**src/verilog/tcr_pkg.sv**
```systemverilog
// constants, field layout and helpers for the transceiver configuration bank
// assumes a single digital clock domain; the serial framing sits outside this bank
package tcr_pkg;

  // ------------------------------------------------------------
  // register indices
  // ------------------------------------------------------------
  localparam logic [2:0] TCR_ADR_MODE_IRQ     = 3'h0;
  localparam logic [2:0] TCR_ADR_TUNING_LOW   = 3'h1;
  localparam logic [2:0] TCR_ADR_TUNING_HIGH  = 3'h2;

  // ------------------------------------------------------------
  // reset values
  // ------------------------------------------------------------
  localparam logic [7:0] TCR_RST_MODE_IRQ     = 8'h80;
  localparam logic [7:0] TCR_RST_TUNING_LOW   = 8'hb0;
  localparam logic [7:0] TCR_RST_TUNING_HIGH  = 8'h7b;

  // ------------------------------------------------------------
  // field positions
  // ------------------------------------------------------------
  localparam int TCR_IRQ_SEL_HI   = 7;
  localparam int TCR_IRQ_SEL_LO   = 6;
  localparam int TCR_ANA_EN_BIT   = 5;
  localparam int TCR_BAND_BIT     = 4;
  localparam int TCR_OPM_HI       = 2;
  localparam int TCR_OPM_LO       = 1;
  localparam int TCR_TRANSP_BIT   = 0;
  localparam int TCR_LOW_MSB      = 7;
  localparam int TCR_LOW_LSB      = 1;
  localparam int TCR_DUAL_BIT     = 0;
  localparam int TCR_HIGH_MSB     = 7;
  localparam int TCR_HIGH_LSB     = 2;
  localparam int TCR_SUPPLY_BIT   = 1;
  localparam int TCR_CLKOUT_BIT   = 0;
  localparam logic [7:0] TCR_MODE_IRQ_MASK = 8'hf7;

  // ------------------------------------------------------------
  // sizes
  // ------------------------------------------------------------
  localparam int TCR_TUNE_W       = 13;
  localparam int TCR_LOW_W        = 7;
  localparam int TCR_TUNE_RES_DIV = 16384;
  localparam int TCR_BUF_DEPTH    = 16;
  localparam int TCR_BUF_W        = 8;
  localparam int TCR_THR_STEP     = 4;

  typedef enum logic [1:0] {
    TCR_OPM_IDLE    = 2'b00,
    TCR_OPM_TX      = 2'b01,
    TCR_OPM_RX_POLL = 2'b10,
    TCR_OPM_RX      = 2'b11
  } tcr_opm_t;

  localparam logic [1:0] TCR_THR_NONE = 2'b11;

  // byte threshold for a select code: 00->4, 01->8, 10->12
  function automatic logic [4:0] tcr_thr_bytes(input logic [1:0] sel);
    tcr_thr_bytes = 5'(TCR_THR_STEP) * ({3'h0, sel} + 5'h01);
  endfunction : tcr_thr_bytes

  function automatic logic tcr_is_rx(input logic [1:0] opm);
    tcr_is_rx = (opm == TCR_OPM_RX_POLL) || (opm == TCR_OPM_RX);
  endfunction : tcr_is_rx

endpackage : tcr_pkg

```
**src/verilog/tcr_irq_eval.sv**
```systemverilog
// interrupt event evaluation for the shared data buffer
// assumes push/pop strobes and next fill level from the same clock domain
`timescale 1ns/1ns
module tcr_irq_eval (
  input  wire logic [1:0] opm_i,
  input  wire logic [1:0] thr_sel_i,
  input  wire logic       push_i,
  input  wire logic       pop_i,
  input  wire logic [4:0] count_d_i,
  input  wire logic       rx_error_i,
  input  wire logic       bit_check_ok_i,
  input  wire logic       dual_bit_i,
  output logic            irq_set_o
);
  import tcr_pkg::*;

  wire logic       is_rx    = tcr_is_rx(opm_i);
  wire logic       is_tx    = (opm_i == TCR_OPM_TX);
  wire logic       thr_on   = (thr_sel_i != TCR_THR_NONE);
  wire logic [4:0] thr      = tcr_thr_bytes(thr_sel_i);
  wire logic       rx_count = thr_on && push_i && (count_d_i == thr);
  wire logic       rx_evt   = rx_count || rx_error_i;
  wire logic       rx_chk   = bit_check_ok_i && !dual_bit_i;
  wire logic       tx_count = thr_on && pop_i && (count_d_i == thr);
  wire logic       tx_empty = pop_i && (count_d_i == 5'h00);

  assign irq_set_o = (is_rx && (rx_evt || rx_chk)) || (is_tx && (tx_count || tx_empty));

endmodule : tcr_irq_eval

```
**src/verilog/tcr_config_regs.sv**
```systemverilog
// transceiver configuration bank: control registers at indices 0..2 and data buffer
// assumes the serial frame decoder delivers one-cycle strobes on ref_clk_i
`timescale 1ns/1ns
module tcr_config_regs #(
  parameter int DEPTH = tcr_pkg::TCR_BUF_DEPTH,
  parameter int WIDTH = tcr_pkg::TCR_BUF_W
) (
  input  wire logic                        ref_clk_i,
  input  wire logic                        reset_n_i,
  input  wire logic                        reg_wr_i,
  input  wire logic                        reg_rd_i,
  input  wire logic [2:0]                  reg_addr_i,
  input  wire logic [7:0]                  reg_wdata_i,
  output logic      [7:0]                  reg_rdata_o,
  input  wire logic                        buf_wr_i,
  input  wire logic [WIDTH-1:0]            buf_wdata_i,
  input  wire logic                        buf_rd_i,
  output logic      [WIDTH-1:0]            buf_rdata_o,
  input  wire logic                        rf_rx_valid_i,
  input  wire logic [WIDTH-1:0]            rf_rx_data_i,
  input  wire logic                        rf_tx_pop_i,
  output logic                             buf_full_o,
  output logic                             buf_empty_o,
  output logic      [4:0]                  buf_count_o,
  input  wire logic                        rx_error_i,
  input  wire logic                        bit_check_ok_i,
  input  wire logic                        push_button_inputs_i,
  input  wire logic                        power_on_flag_i,
  input  wire logic                        irq_ack_i,
  output logic                             irq_o,
  input  wire logic                        serial_in_tx_mod_pin_i,
  input  wire logic                        rf_rx_mod_i,
  output logic                             rf_tx_mod_o,
  output logic                             serial_out_rx_mod_pin_o,
  output logic                             serial_out_rx_mod_oe_o,
  output logic                             analog_supply_enable_o,
  output logic                             band_select_o,
  output logic      [1:0]                  operating_mode_o,
  output logic                             transparent_o,
  output logic                             manchester_enable_o,
  output logic [tcr_pkg::TCR_TUNE_W-1:0]   rf_tuning_word_o,
  output logic                             switched_supply_output_enable_o,
  output logic                             clock_output_enable_o
);
  import tcr_pkg::*;

  // ------------------------------------------------------------
  // control registers
  // ------------------------------------------------------------
  logic [7:0] mode_irq_q;
  logic [7:0] tune_low_q;
  logic [7:0] tune_high_q;

  wire logic wr_mode = reg_wr_i && (reg_addr_i == TCR_ADR_MODE_IRQ);
  wire logic wr_low  = reg_wr_i && (reg_addr_i == TCR_ADR_TUNING_LOW);
  wire logic wr_high = reg_wr_i && (reg_addr_i == TCR_ADR_TUNING_HIGH);

  wire logic [1:0] opm      = mode_irq_q[TCR_OPM_HI:TCR_OPM_LO];
  wire logic [1:0] thr_sel  = mode_irq_q[TCR_IRQ_SEL_HI:TCR_IRQ_SEL_LO];
  wire logic       transp   = mode_irq_q[TCR_TRANSP_BIT];
  wire logic       dual_bit = tune_low_q[TCR_DUAL_BIT];
  wire logic       is_rx    = tcr_is_rx(opm);
  wire logic       is_tx    = (opm == TCR_OPM_TX);

  // forcing wins over a write in the same cycle, so a wake event is never lost
  wire logic force_on = (bit_check_ok_i && is_rx) || push_button_inputs_i
                        || power_on_flag_i;
  wire logic [7:0] high_wr_val = wr_high ? reg_wdata_i : tune_high_q;
  wire logic [7:0] force_mask  = force_on ? 8'h03 : 8'h00;
  wire logic [7:0] tune_high_d = high_wr_val | force_mask;

  always_ff @(posedge ref_clk_i or negedge reset_n_i) begin
    if (!reset_n_i) begin
      mode_irq_q  <= TCR_RST_MODE_IRQ;
      tune_low_q  <= TCR_RST_TUNING_LOW;
      tune_high_q <= TCR_RST_TUNING_HIGH;
    end else begin
      if (wr_mode) begin
        mode_irq_q <= reg_wdata_i & TCR_MODE_IRQ_MASK;
      end
      if (wr_low) begin
        tune_low_q <= reg_wdata_i;
      end
      tune_high_q <= tune_high_d;
    end
  end

  // ------------------------------------------------------------
  // register read port
  // ------------------------------------------------------------
  wire logic [7:0] rd_mux = (reg_addr_i == TCR_ADR_MODE_IRQ)    ? mode_irq_q  :
                            (reg_addr_i == TCR_ADR_TUNING_LOW)  ? tune_low_q  :
                            (reg_addr_i == TCR_ADR_TUNING_HIGH) ? tune_high_q : 8'h00;

  always_ff @(posedge ref_clk_i or negedge reset_n_i) begin
    if (!reset_n_i) begin
      reg_rdata_o <= 8'h00;
    end else if (reg_rd_i) begin
      reg_rdata_o <= rd_mux;
    end
  end

  // ------------------------------------------------------------
  // decoded controls and tuning word
  // ------------------------------------------------------------
  wire logic [TCR_TUNE_W-1:0] low_part  = {6'h00, tune_low_q[TCR_LOW_MSB:TCR_LOW_LSB]};
  wire logic [TCR_TUNE_W-1:0] high_part = {tune_high_q[TCR_HIGH_MSB:TCR_HIGH_LSB], 7'h00};
  // step is crystal / TCR_TUNE_RES_DIV; the sum never carries since the fields are disjoint
  wire logic [TCR_TUNE_W-1:0] tune_sum  = low_part + high_part;

  always_ff @(posedge ref_clk_i or negedge reset_n_i) begin
    if (!reset_n_i) begin
      rf_tuning_word_o <= '0;
    end else begin
      rf_tuning_word_o <= tune_sum;
    end
  end

  assign analog_supply_enable_o          = mode_irq_q[TCR_ANA_EN_BIT];
  assign band_select_o                   = mode_irq_q[TCR_BAND_BIT];
  assign operating_mode_o                = opm;
  assign transparent_o                   = transp;
  assign manchester_enable_o             = is_tx && !dual_bit;
  assign switched_supply_output_enable_o = tune_high_q[TCR_SUPPLY_BIT];
  assign clock_output_enable_o           = tune_high_q[TCR_CLKOUT_BIT];

  // ------------------------------------------------------------
  // transparent path
  // ------------------------------------------------------------
  logic [1:0] sdi_sync_q;
  logic [1:0] rxm_sync_q;

  always_ff @(posedge ref_clk_i or negedge reset_n_i) begin
    if (!reset_n_i) begin
      sdi_sync_q <= 2'h0;
      rxm_sync_q <= 2'h0;
    end else begin
      sdi_sync_q <= {sdi_sync_q[0], serial_in_tx_mod_pin_i};
      rxm_sync_q <= {rxm_sync_q[0], rf_rx_mod_i};
    end
  end

  // two-cycle latency on each stream is the price of clean sampling
  assign rf_tx_mod_o             = transp && is_tx && sdi_sync_q[1];
  assign serial_out_rx_mod_pin_o = transp && is_rx && rxm_sync_q[1];
  assign serial_out_rx_mod_oe_o  = transp && is_rx;

  // ------------------------------------------------------------
  // shared data buffer
  // ------------------------------------------------------------
  logic [WIDTH-1:0] mem_q [DEPTH];
  logic [3:0]       wr_ptr_q;
  logic [3:0]       rd_ptr_q;
  logic [4:0]       count_q;

  // a mode change flushes stale payload of the other direction
  wire logic       flush    = wr_mode && (reg_wdata_i[TCR_OPM_HI:TCR_OPM_LO] != opm);
  wire logic       src_wr   = is_tx ? buf_wr_i : (is_rx && rf_rx_valid_i);
  wire logic       src_rd   = is_tx ? rf_tx_pop_i : (is_rx && buf_rd_i);
  wire logic [WIDTH-1:0] src_data = is_tx ? buf_wdata_i : rf_rx_data_i;
  wire logic       push     = src_wr && !transp && !buf_full_o;
  wire logic       pop      = src_rd && !transp && !buf_empty_o;
  wire logic [4:0] count_d  = count_q + {4'h0, push} - {4'h0, pop};

  assign buf_full_o  = (count_q == 5'(DEPTH));
  assign buf_empty_o = (count_q == 5'h00);
  assign buf_count_o = count_q;

  always_ff @(posedge ref_clk_i or negedge reset_n_i) begin
    if (!reset_n_i) begin
      wr_ptr_q <= 4'h0;
      rd_ptr_q <= 4'h0;
      count_q  <= 5'h00;
    end else if (flush) begin
      wr_ptr_q <= 4'h0;
      rd_ptr_q <= 4'h0;
      count_q  <= 5'h00;
    end else begin
      wr_ptr_q <= push ? wr_ptr_q + 4'h1 : wr_ptr_q;
      rd_ptr_q <= pop  ? rd_ptr_q + 4'h1 : rd_ptr_q;
      count_q  <= count_d;
    end
  end

  always_ff @(posedge ref_clk_i) begin
    if (push) begin
      mem_q[wr_ptr_q] <= src_data;
    end
  end

  always_ff @(posedge ref_clk_i or negedge reset_n_i) begin
    if (!reset_n_i) begin
      buf_rdata_o <= '0;
    end else if (pop) begin
      buf_rdata_o <= mem_q[rd_ptr_q];
    end
  end

  // ------------------------------------------------------------
  // interrupt pin
  // ------------------------------------------------------------
  logic irq_set;

  tcr_irq_eval u_irq_eval (
    .opm_i          (opm),
    .thr_sel_i      (thr_sel),
    .push_i         (push),
    .pop_i          (pop),
    .count_d_i      (count_d),
    .rx_error_i     (rx_error_i),
    .bit_check_ok_i (bit_check_ok_i),
    .dual_bit_i     (dual_bit),
    .irq_set_o      (irq_set)
  );

  always_ff @(posedge ref_clk_i or negedge reset_n_i) begin
    if (!reset_n_i) begin
      irq_o <= 1'b0;
    end else begin
      irq_o <= irq_set || (irq_o && !irq_ack_i);
    end
  end
endmodule : tcr_config_regs

```
**config.mk**
```make
export PLATFORM = sky130hd
export DESIGN_NAME = tcr_config_regs
export DESIGN_NICKNAME = d
export VERILOG_FILES = /design/src/verilog/tcr_pkg.sv /design/src/verilog/tcr_irq_eval.sv /design/src/verilog/tcr_config_regs.sv
export SDC_FILE = /design/constraint.sdc
export NUM_CORES = 1
export LEC_CHECK = 0
export BUFFER_PORTS_ARGS = -buffer_cell sky130_fd_sc_hd__buf_2
export CORE_UTILIZATION = 45
export CTS_BUF_LIST = sky130_fd_sc_hd__clkbuf_4 sky130_fd_sc_hd__clkbuf_8
export DETAILED_ROUTE_END_ITERATION = 6
export PLACE_DENSITY_LB_ADDON = 0.15
export SETUP_SLACK_MARGIN = 0.5
export SLEW_MARGIN = 25
export SYNTH_ARGS = -nofsm -noshare
export SYNTH_HDL_FRONTEND = slang
export SYNTH_HIERARCHICAL = 1
export SYNTH_SLANG_ARGS = --single-unit
```
**constraint.sdc**
```tcl
create_clock -name ref_clk_i -period 5.5 [get_ports ref_clk_i]
set_input_delay 1.1 -clock ref_clk_i [delete_from_list [all_inputs] [get_ports ref_clk_i]]
set_output_delay 1.1 -clock ref_clk_i [all_outputs]
set_load 0.03 [all_outputs]
```
==> impl_metrics.toml, run 1 <==
[placement]
io_buffers = 89
dpl.hpwl_um = 10900
placed_area_mm2 = 0.00884
place.gp.congestion = 0.755

[power_and_ir_drop]
power_density_mw_per_mm2 = 470
p_leak_nw = 3.48
ir_drop_mv = 0.323

[routing]
wl_per_cell_um = 20.2
dr_total_vias = 4400
vias_per_cell = 5.38
wl_met2_um = 8270
dr.pass1.iters = 5
wirelength_um = 16500
met3_length_um = 643
top_layer = "met4"
drc = 0
drt.antenna.violating_nets = 0
drt-initial-drc-count = 236
met1Wirelength_um = 7430

[die]
die_area_mm2 = 0.0189
io_pins = 90
start_util_pct = 46.0
die_x_um = 137
rows = 49
die_h_um = 137
core_mm2 = 0.0180

[synthesis]
ys_warn_count = 6
synth_ff_type = "edfxtp_1"
syn_inst = 491
async_flop_share_pct = 35.4
synthesis.nets = 546
synth_edf_count = 128
yosys.cell_types.count = 52
syn_area_mm2 = 0.00826
synth.yosys.seq_area_share_pct = 67.9
syn_avg_cell_area_um2 = 16.8
ys_seq_elements = 198

[worst_setup_path]
arrival_ns = 3.99
end_kind = "register"
cp_max_fo = 21
critPathLaunchType = "register"
required_ns = 5.87
path_class = "register to register"

[worst_hold_path]
hp-class = "register to register"

[final_layout]
fin_nets = 631
antenna_cells = 0
layout-drive-gt1-share_pct = 36.7
seq_area_mm2 = 0.00561
syn_to_final_growth_pct = 12.1
design_area_mm2 = 0.00926
multi_input_area_mm2 = 0.00235
fin_util_pct = 51.5
num-fill-cells = 1498

[sta]
rsz0062_at_grt = "no"
period_minus_slack_ns = 3.63
finClkSkew_ns = 0.0139
final-hold-violation-count = 0
setup_violations = 0
drv_slew = 0
fmax_mhz = 276
finalSetupTns_ns = 0
min_period_over_period_pct = 65.9
worst_pin_slew_ns = 1.02
relSlewSlack_pct = 31.5
holdWs_ns = 0.356

[clock_tree]
cts-root-buf = "clkbuf_8"
cts_resized = 0
h-tree-depth = 4
cts_buffers = 17
clock-sinks = 198
ctsHoldBuffers = 0
clk_path_buf_depth = 2
worstSkewPairLatency_ns = 0.47
cts_tree = "done"
cts_setup_buffers = 0
clk_pin_slew_worst_paths_ns = 0.10

[global_routing]
antenna_found_initial = 0
track_usage_pct = 18.7
grt_overflow = 0
grt_pass1_wl_um = 25300
grt_pass1_vias = 4536
grt_start_max_net_pins = 71

[flow_run]
cap_viol_max_count = 0

[status]
status = "completed"
-- layout make-up --
class,count,share of cell area [%]
well taps,229,3.10
multi-input cells,238,25.4
inverters,27,1.09
clock buffers,20,2.91
repair buffers,94,5.29
clock inverters,12,1.60
flip-flops and latches,198,60.6
-- cell usage after synthesis, types with 7 or more instances --
| cell type | number | area share, % |
|---|---|---|
| edfxtp_1 | 128 | 47 |
| dfrtp_1 | 60 | 18 |
| mux4_2 | 32 | 8.7 |
| mux2_2 | 29 | 4.0 |
| nor2_1 | 27 | 1.2 |
| inv_1 | 25 | 1.1 |
| mux2i_1 | 18 | 2.2 |
| a21oi_1 | 16 | 0.97 |
| o22ai_1 | 16 | 1.2 |
| ha_1 | 12 | 1.8 |
| nand2_1 | 11 | 0.50 |
| dfstp_2 | 10 | 3.2 |
| a221oi_2 | 8 | 1.5 |
| buf_2 | 8 | 0.48 |
| and2_1 | 7 | 0.53 |
-- flip-flops by register name, indices dropped and copies added (netlist names) --
name and count:
reg_rdata_o 8, irq_o 1, wr_ptr_q 4, rxm_sync_q 2, buf_count_o 5, sdi_sync_q 2, mem_q 128, rd_ptr_q 4
tune_low_q 8, mode_irq_q 7, buf_rdata_o 8, tune_high_q 8, rf_tuning_word_o 13
-- per-layer routing --
layer | track usage (%) | up-vias
met5 | 0 | -
met4 | 5.62 | 0
met3 | 4.89 | 11
met2 | 30.7 | 91
met1 | 24.2 | 2272
li1 | - | 2026
-- stage by stage --
stage	std cells	worst slack, ns	power (mW)
2_1_floorplan	491	1.87	3.08
3_3_place_gp	786	1.52	3.40
3_5_place_dp	786	1.40	3.43
4_1_cts	818	1.86	4.40
5_1_grt	818	1.58	4.58
6_report	818	1.87	4.35
-- power by group --
group | internal [mW] | switching, mW
registers | 1.80 | 0.226
clock network | 0.479 | 0.491
logic | 0.587 | 0.761
total | 2.87 | 1.48
-- placed cells by master, fill, tap and decap left out, types with 8 or more instances in the layout --
cell	instances
buf_2	88
dfrtp_1	58
dfstp_2	10
a21oi_1	16
nand2_1	11
o22ai_1	16
edfxtp_1	128
mux2i_1	18
clkbuf_8	19
mux4_2	32
a221oi_2	8
inv_1	27
nor2_1	27
ha_1	12
mux2_2	29
-- worst paths after layout --
kind	from	to	slack, ns	cells past startpoint
worst min-delay path	sdi_sync_q[0]	sdi_sync_q[1]	0.36	0
worst max register to register	mode_irq_q[2]	irq_o	1.87	15
max in group asynchronous	reset_n_i	rd_ptr_q[3]	4.35	1
worst max-delay path	mode_irq_q[2]	irq_o	1.87	15
worst min register to register	sdi_sync_q[0]	sdi_sync_q[1]	0.36	0
min in group asynchronous	reset_n_i	mode_irq_q[4]	0.64	1
-- critical path, stage by stage, from the launching register on --
cell      delay (ns)
dfrtp_1         0.58
nand3b_1        0.25
a211o_2         0.35
inv_2           0.36
ha_1            0.32
inv_1           0.06
ha_1            0.15
inv_1           0.06
fa_1            0.39
nand2b_1        0.16
a21oi_1         0.20
nor3_1          0.09
nor2_1          0.11
nor3_1          0.06
a32o_1          0.24
a21o_1          0.15
-- kinds of logic after synthesis --
group           share of synthesized area, %
fa+ha+maj                               2.06
buf+inv                                 3.64
xor+xnor                               0.848
flops                                   67.9
simple gates                            5.79
compound gates                          4.92
mux                                     14.9
Note: power is estimated with default switching activity, not from simulation.
==> inputs of run 2 (changes only) <==
clock period = 3.6 ns   (was 5.5 ns; I/O delays follow)
==> run 2 against run 1 <==
Critical path type unchanged. Combinational power up 64%. Register-to-register slack worse by 1.3 ns. Clock-buffer cell count is 2 lower. Global-route usage rose by 0.12 points. Utilization grew 0.69 points. Sequential power grew 54%. Worst setup slack lost 1.3 ns. Total power grew 53%. Clock power rose by 34%. Design area up 1.3%. Die area unchanged. Sequential cell count stayed put.
==> impl_metrics.toml, run 2 (synthesis results as in run 1) <==
[routing]
dr_total_vias = 4440
drc = 0
vias_per_cell = 5.34
drt.antenna.violating_nets = 0
dr.pass1.iters = 4
wirelength_um = 16400
wl_per_cell_um = 19.8
drt-initial-drc-count = 334

[sta]
period_minus_slack_ns = 3.01
fmax_mhz = 332
drv_slew = 0
relSlewSlack_pct = 39.4
final-hold-violation-count = 0
finalSetupTns_ns = 0
min_period_over_period_pct = 83.7
finClkSkew_ns = 0.0180
worst_pin_slew_ns = 0.909
setup_violations = 0
rsz0062_at_grt = "no"

[worst_setup_path]
critPathLaunchType = "register"
slowest_delay_ns = 0.40
arrival_ns = 3.36
slowest_stage = "dfrtp_2"
required_ns = 3.95
end_kind = "register"
cp_max_fo = 3
path_class = "register to register"
r2r_start = "buf_count_o[3]"
cpMostUsedCell = "inv_2"
crit_start = "buf_count_o[3]"
path_cells = "inv_2 > ha_2 > and4bb_1 > a211o_1 > ha_4 > inv_2 > ha_4 > inv_2 > fa_2 > nand2b_4 > a21oi_4 > nor3_2 > nor2_1 > nor3_2 > a32o_1 > a21o_1"

[global_routing]
met3_usage_pct = 4.30
grt_pass1_vias = 4419
grt_overflow = 0
busiest_layer = "met2"
grt_pass1_wl_um = 25400
grtUsageMet2_pct = 29.8
track_usage_pct = 18.8
met1_usage_pct = 25.9
antenna_found_initial = 0
grt_start_max_net_pins = 71

[clock_tree]
cts_tree = "done"
cts-root-buf = "clkbuf_8"
h-tree-depth = 4
cts_buffers = 17
clk_path_buf_depth = 2
clk_pin_slew_worst_paths_ns = 0.09
worstSkewPairLatency_ns = 0.47
ctsHoldBuffers = 0
clock-sinks = 198

[final_layout]
num-fill-cells = 1489
top_register = "mem_q"
largest_reg_flops = 128
multi_input_area_mm2 = 0.00242
most-common-layout-cells = "edfxtp_1, buf_2, dfrtp_1"
fin_util_pct = 52.2
seq_area_mm2 = 0.00561
mostFrequentLayoutCell = "edfxtp_1"
antenna_cells = 0
fin_nets = 646
layout-drive-gt1-share_pct = 41.1
largestRegisters = "mem_q (128), rf_tuning_word_o (13)"
design_area_mm2 = 0.00938
syn_to_final_growth_pct = 13.6

[placement]
io_buffers = 89
place.gp.congestion = 0.776
dpl.hpwl_um = 11100
placed_area_mm2 = 0.00899

[die]
start_util_pct = 46.0
rows = 49
die_area_mm2 = 0.0189
core_mm2 = 0.0180
die_x_um = 137
io_pins = 90
die_h_um = 137

[worst_hold_path]
hp-class = "input port to register"
min_from = "serial_in_tx_mod_pin_i"

[power_and_ir_drop]
pwr-share-comb_pct = 33.3
finalPower_mw = 6.64
p_leak_nw = 3.52
p_seq_share_pct = 47.1
swShare_pct = 36.1
power_density_mw_per_mm2 = 708
p_int_mw = 4.24
switching_power_mw = 2.40
clockPowerShare_pct = 19.7
ir_drop_mv = 0.277

[status]
status = "completed"

[flow_run]
cap_viol_max_count = 0
==> run 2: changes by cell type in the layout (fill, tap and decap cells not counted), sizes merged <==
cell	previous run	this run
buf	94	109
clkinv	2	6
bufinv	3	0
clkbuf	20	18
clkinvlp	0	2
inv	34	32
==> run 2: power groups by stage <==
stage | clock, mW | combinational (mW) | sequential (mW)
after global placement | 0 | 2.11 | 3.17
after global routing | 1.43 | 2.39 | 3.18
final | 1.30 | 2.21 | 3.13
after detailed placement | 0 | 2.16 | 3.19
after CTS | 1.34 | 2.17 | 3.14
after floorplan | 0 | 1.56 | 3.20
==> run 2: final cells by class <==
cell class,count,area share (%)
multi-input cells,238,25.8
clock buffers,18,2.57
repair buffers,109,6.35
flip-flops and latches,198,59.8
well taps,229,3.05
clock inverters,13,1.28
inverters,27,1.08
==> run 2: per-layer routing <==
metal	vias up	wire length (um)	share of wire, %
met5	-	0	0
met4	0	165	1.0
li1	2050	-	-
met3	15	493	3.0
met1	2305	7590	46
met2	70	8190	50
==> run 2: worst max-delay path: cells and delay by family, from the launching register on <==
| kind | cells | cell delay [ns] |
|---|---|---|
| simple gates | 5 | 0.66 |
| compound gates | 4 | 0.82 |
| fa+ha+maj | 4 | 0.89 |
| buf+inv | 3 | 0.14 |
| flops | 1 | 0.40 |
==> run 2: what timing repair did <==
item | in CTS | in global routing
buffers inserted | 0 | 1
gates resized for setup | 0 | 4
endpoints found under the setup margin | 0 | 1
==> run 2: worst paths after layout <==
check / end / slack (ns) / cells past startpoint
worst min register to register: rxm_sync_q[1] / 0.37 / 0
worst min-delay path: sdi_sync_q[0] / 0.36 / 1
max in group asynchronous: buf_count_o[2] / 2.49 / 2
worst max-delay path: irq_o / 0.59 / 16
worst max register to register: irq_o / 0.59 / 16
min in group asynchronous: buf_count_o[3] / 0.47 / 2
==> run 2: stage by stage <==
| step | instances | hold slack (ns) | worst slack, ns |
|---|---|---|---|
| finish | 832 | 0.362 | 0.586 |
| global route | 832 | 0.317 | 0.487 |
| CTS | 831 | 0.328 | 0.549 |
| detailed placement | 800 | 0.335 | 0.419 |
| global placement | 800 | 0.336 | 0.537 |
| floorplan | 491 | 0.331 | 0.220 |
==> inputs of run 3 (changes only) <==
ABC_AREA = 1   (was not set)
clock period = 2.4 ns   (was 3.6 ns; I/O delays follow)
==> run 3 against run 2 <==
The run now ends with negative setup slack left. Worst setup slack worse by 0.97 ns. Area after synthesis up 7.8%. Total power up 75%. Global-route usage up 3.4 points. Utilization up 2.9 points. First-iteration DRC count up 37%. Routed wire length up 30%. Critical path type unchanged. Critical endpoint unchanged. Largest cell class unchanged.
==> impl_metrics.toml, run 3 <==
[clock_tree]
cts-root-buf = "clkbuf_8"
h-tree-depth = 4
cts_buffers = 17
clock-sinks = 198
worstSkewPairLatency_ns = 0.48
clk_path_buf_depth = 2
cts_tree = "done"
clk_pin_slew_worst_paths_ns = 0.11

[synthesis]
synth_ff_type = "edfxtp_1"
synthMuxAreaShare_pct = 1.14
synthesis.nets = 955
synthTopCellsByCount = "nand2_1, inv_1, edfxtp_1"
synth_top_area_share_pct = 43.2
synth_top_family_by_area = "simple AND/OR/NAND/NOR gates"
synth_fa_ha_area_share_pct = 1.91
synth_area_leaders = "edfxtp_1, dfrtp_1, nand2_1"
syn_area_mm2 = 0.00890
synth.yosys.seq_area_share_pct = 63.0
synth-simple-area-share_pct = 20.3
syn_avg_cell_area_um2 = 9.89
ys_warn_count = 6
async_flop_share_pct = 35.4
synth_xor_area_share_pct = 0.590
synth_edf_count = 128
yosys.cell_types.count = 36
synth_area_leader_cell = "edfxtp_1"
synth-compound-area-share_pct = 4.01
synth_most_common_cell = "nand2_1"
ys_seq_elements = 198
syn_inst = 900

[die]
rows = 51
core_mm2 = 0.0194
io_pins = 90
die_x_um = 143
die_h_um = 143
die_area_mm2 = 0.0204
start_util_pct = 45.9

[routing]
dr.pass1.iters = 7
drc = 0
dr_total_vias = 6323
drt-initial-drc-count = 459
drt.antenna.violating_nets = 0
wl_per_cell_um = 16.2
vias_per_cell = 4.81
wirelength_um = 21300

[sta]
finClkSkew_ns = 0.0137
min_period_over_period_pct = 116
period_minus_slack_ns = 2.78
setup_violations = 2
fin_ws_ns = -0.383
final-hold-violation-count = 0
holdWs_ns = 0.0973
relSlewSlack_pct = 60.6
finalSetupTns_ns = -0.641
drv_slew = 0
fmax_mhz = 359
worst_pin_slew_ns = 0.589
rsz0062_at_grt = "yes"

[placement]
place.gp.congestion = 0.805
post-place-ws_ns = -0.363
place_inst = 1256
placed_area_mm2 = 0.00987
io_buffers = 89
dpl.hpwl_um = 13800

[worst_setup_path]
required_ns = 2.76
end_kind = "register"
critPathLaunchType = "register"
arrival_ns = 3.15
path_class = "register to register"
cp_max_fo = 3

[final_layout]
largestRegisters = "mem_q (128), rf_tuning_word_o (13)"
antenna_cells = 0
fin_util_pct = 55.1
top_register = "mem_q"
syn_to_final_growth_pct = 20.1
most-common-layout-cells = "nand2_1, inv_1, edfxtp_1"
layout-drive-gt1-share_pct = 25.8
fin_cells = 1314
fin_nets = 1091
largest_reg_flops = 128
mostFrequentLayoutCell = "nand2_1"
design_area_mm2 = 0.0107

[power_and_ir_drop]
finalPower_mw = 11.6
power_density_mw_per_mm2 = 1080
p_leak_nw = 4.95
ir_drop_mv = 0.676

[global_routing]
grt_overflow = 0
grt_pass1_vias = 6096
grt_pass1_wl_um = 33300
grt_start_max_net_pins = 67
track_usage_pct = 22.2
antenna_found_initial = 0

[status]
status = "complete, but fails checks"
violations = "negative setup slack"

[flow_run]
cap_viol_max_count = 0

[worst_hold_path]
hp-class = "input port to register"
run 3: cell types whose count changed after synthesis, moves of 9 or more:
cell / before / now
nor2_1: 27 / 41
mux2_2: 29 / 9
o21ai_1: 0 / 9
inv_1: 25 / 150
mux4_2: 32 / 0
o21ai_0: 5 / 29
a21oi_1: 16 / 5
nand3_1: 2 / 111
nand2_1: 11 / 255
mux2i_1: 18 / 0
o22ai_1: 16 / 2
run 3: logic make-up (layout without fill, tap and decap cells):
group / count (synthesis) / count (layout)
AOI/OAI and AO/OA: 61 / 61
muxes: 9 / 9
buffers and inverters: 191 / 340
adders and majority gates: 13 / 13
and+or+nand+nor: 422 / 422
DFF: 198 / 198
xor gates and xnor gates: 6 / 6
run 3: cell type report:
class                   count  area (um2)
fillers                  1795        8710
flip-flops and latches    198        5610
clock buffers              18         248
inverters                 159         602
repair buffers            149         998
well taps                 265         332
multi-input cells         511        2740
clock inverters            14         156
run 3: worst max-delay path, cell delays in order (launching register included):
cell and delay, ns:
dfrtp_2 0.42, inv_2 0.08, ha_4 0.14, nand2_4 0.06, nor2_4 0.11, nor2_4 0.05, inv_2 0.08, ha_4 0.20
inv_2 0.06, ha_4 0.12, inv_2 0.03, fa_2 0.36, buf_4 0.15, or2_4 0.24, nand2_4 0.06, nand2_1 0.05
inv_1 0.05, nor2_1 0.03, nand3_1 0.06, nand2_1 0.06, nand2_1 0.05, nand2_1 0.04, o21bai_1 0.15
run 3: final timing paths:
check / start / end / slack (ns) / depth (start not counted)
max: buf_count_o[3] / irq_o / -0.38 / 22
min: serial_in_tx_mod_pin_i / sdi_sync_q[0] / 0.1 / 1
max reg2reg: buf_count_o[3] / irq_o / -0.38 / 22
min reg2reg: rxm_sync_q[0] / rxm_sync_q[1] / 0.36 / 0
max in group asynchronous: reset_n_i / tune_high_q[0] / 1.36 / 3
min in group asynchronous: reset_n_i / buf_rdata_o[4] / 0.43 / 2
run 3: power breakdown:
part / switching [mW] / leakage [nW] / internal (mW)
Clock: 1.28 / 0.210 / 0.903
Sequential: 0.233 / 2.00 / 4.10
Combinational: 3.13 / 2.74 / 1.94
Total: 4.64 / 4.95 / 6.95
run 3: repair_timing:
action,in CTS,in global routing
gates cloned,0,0
setup buffers,10,15
resized for setup,39,15
hold endpoints to repair,16,0
hold buffers,1,0
setup endpoints to repair,43,115
pin swaps,6,7
run 3: metal layers:
metal / global-route usage, % / part of all wire [%] / up-vias
met3: 4.29 / 4.8 / 34
met2: 34.3 / 46 / 157
met4: 8.89 / 2.5 / 0
met1: 30.9 / 46 / 2983
li1: - / - / 3149
met5: 0 / 0 / -
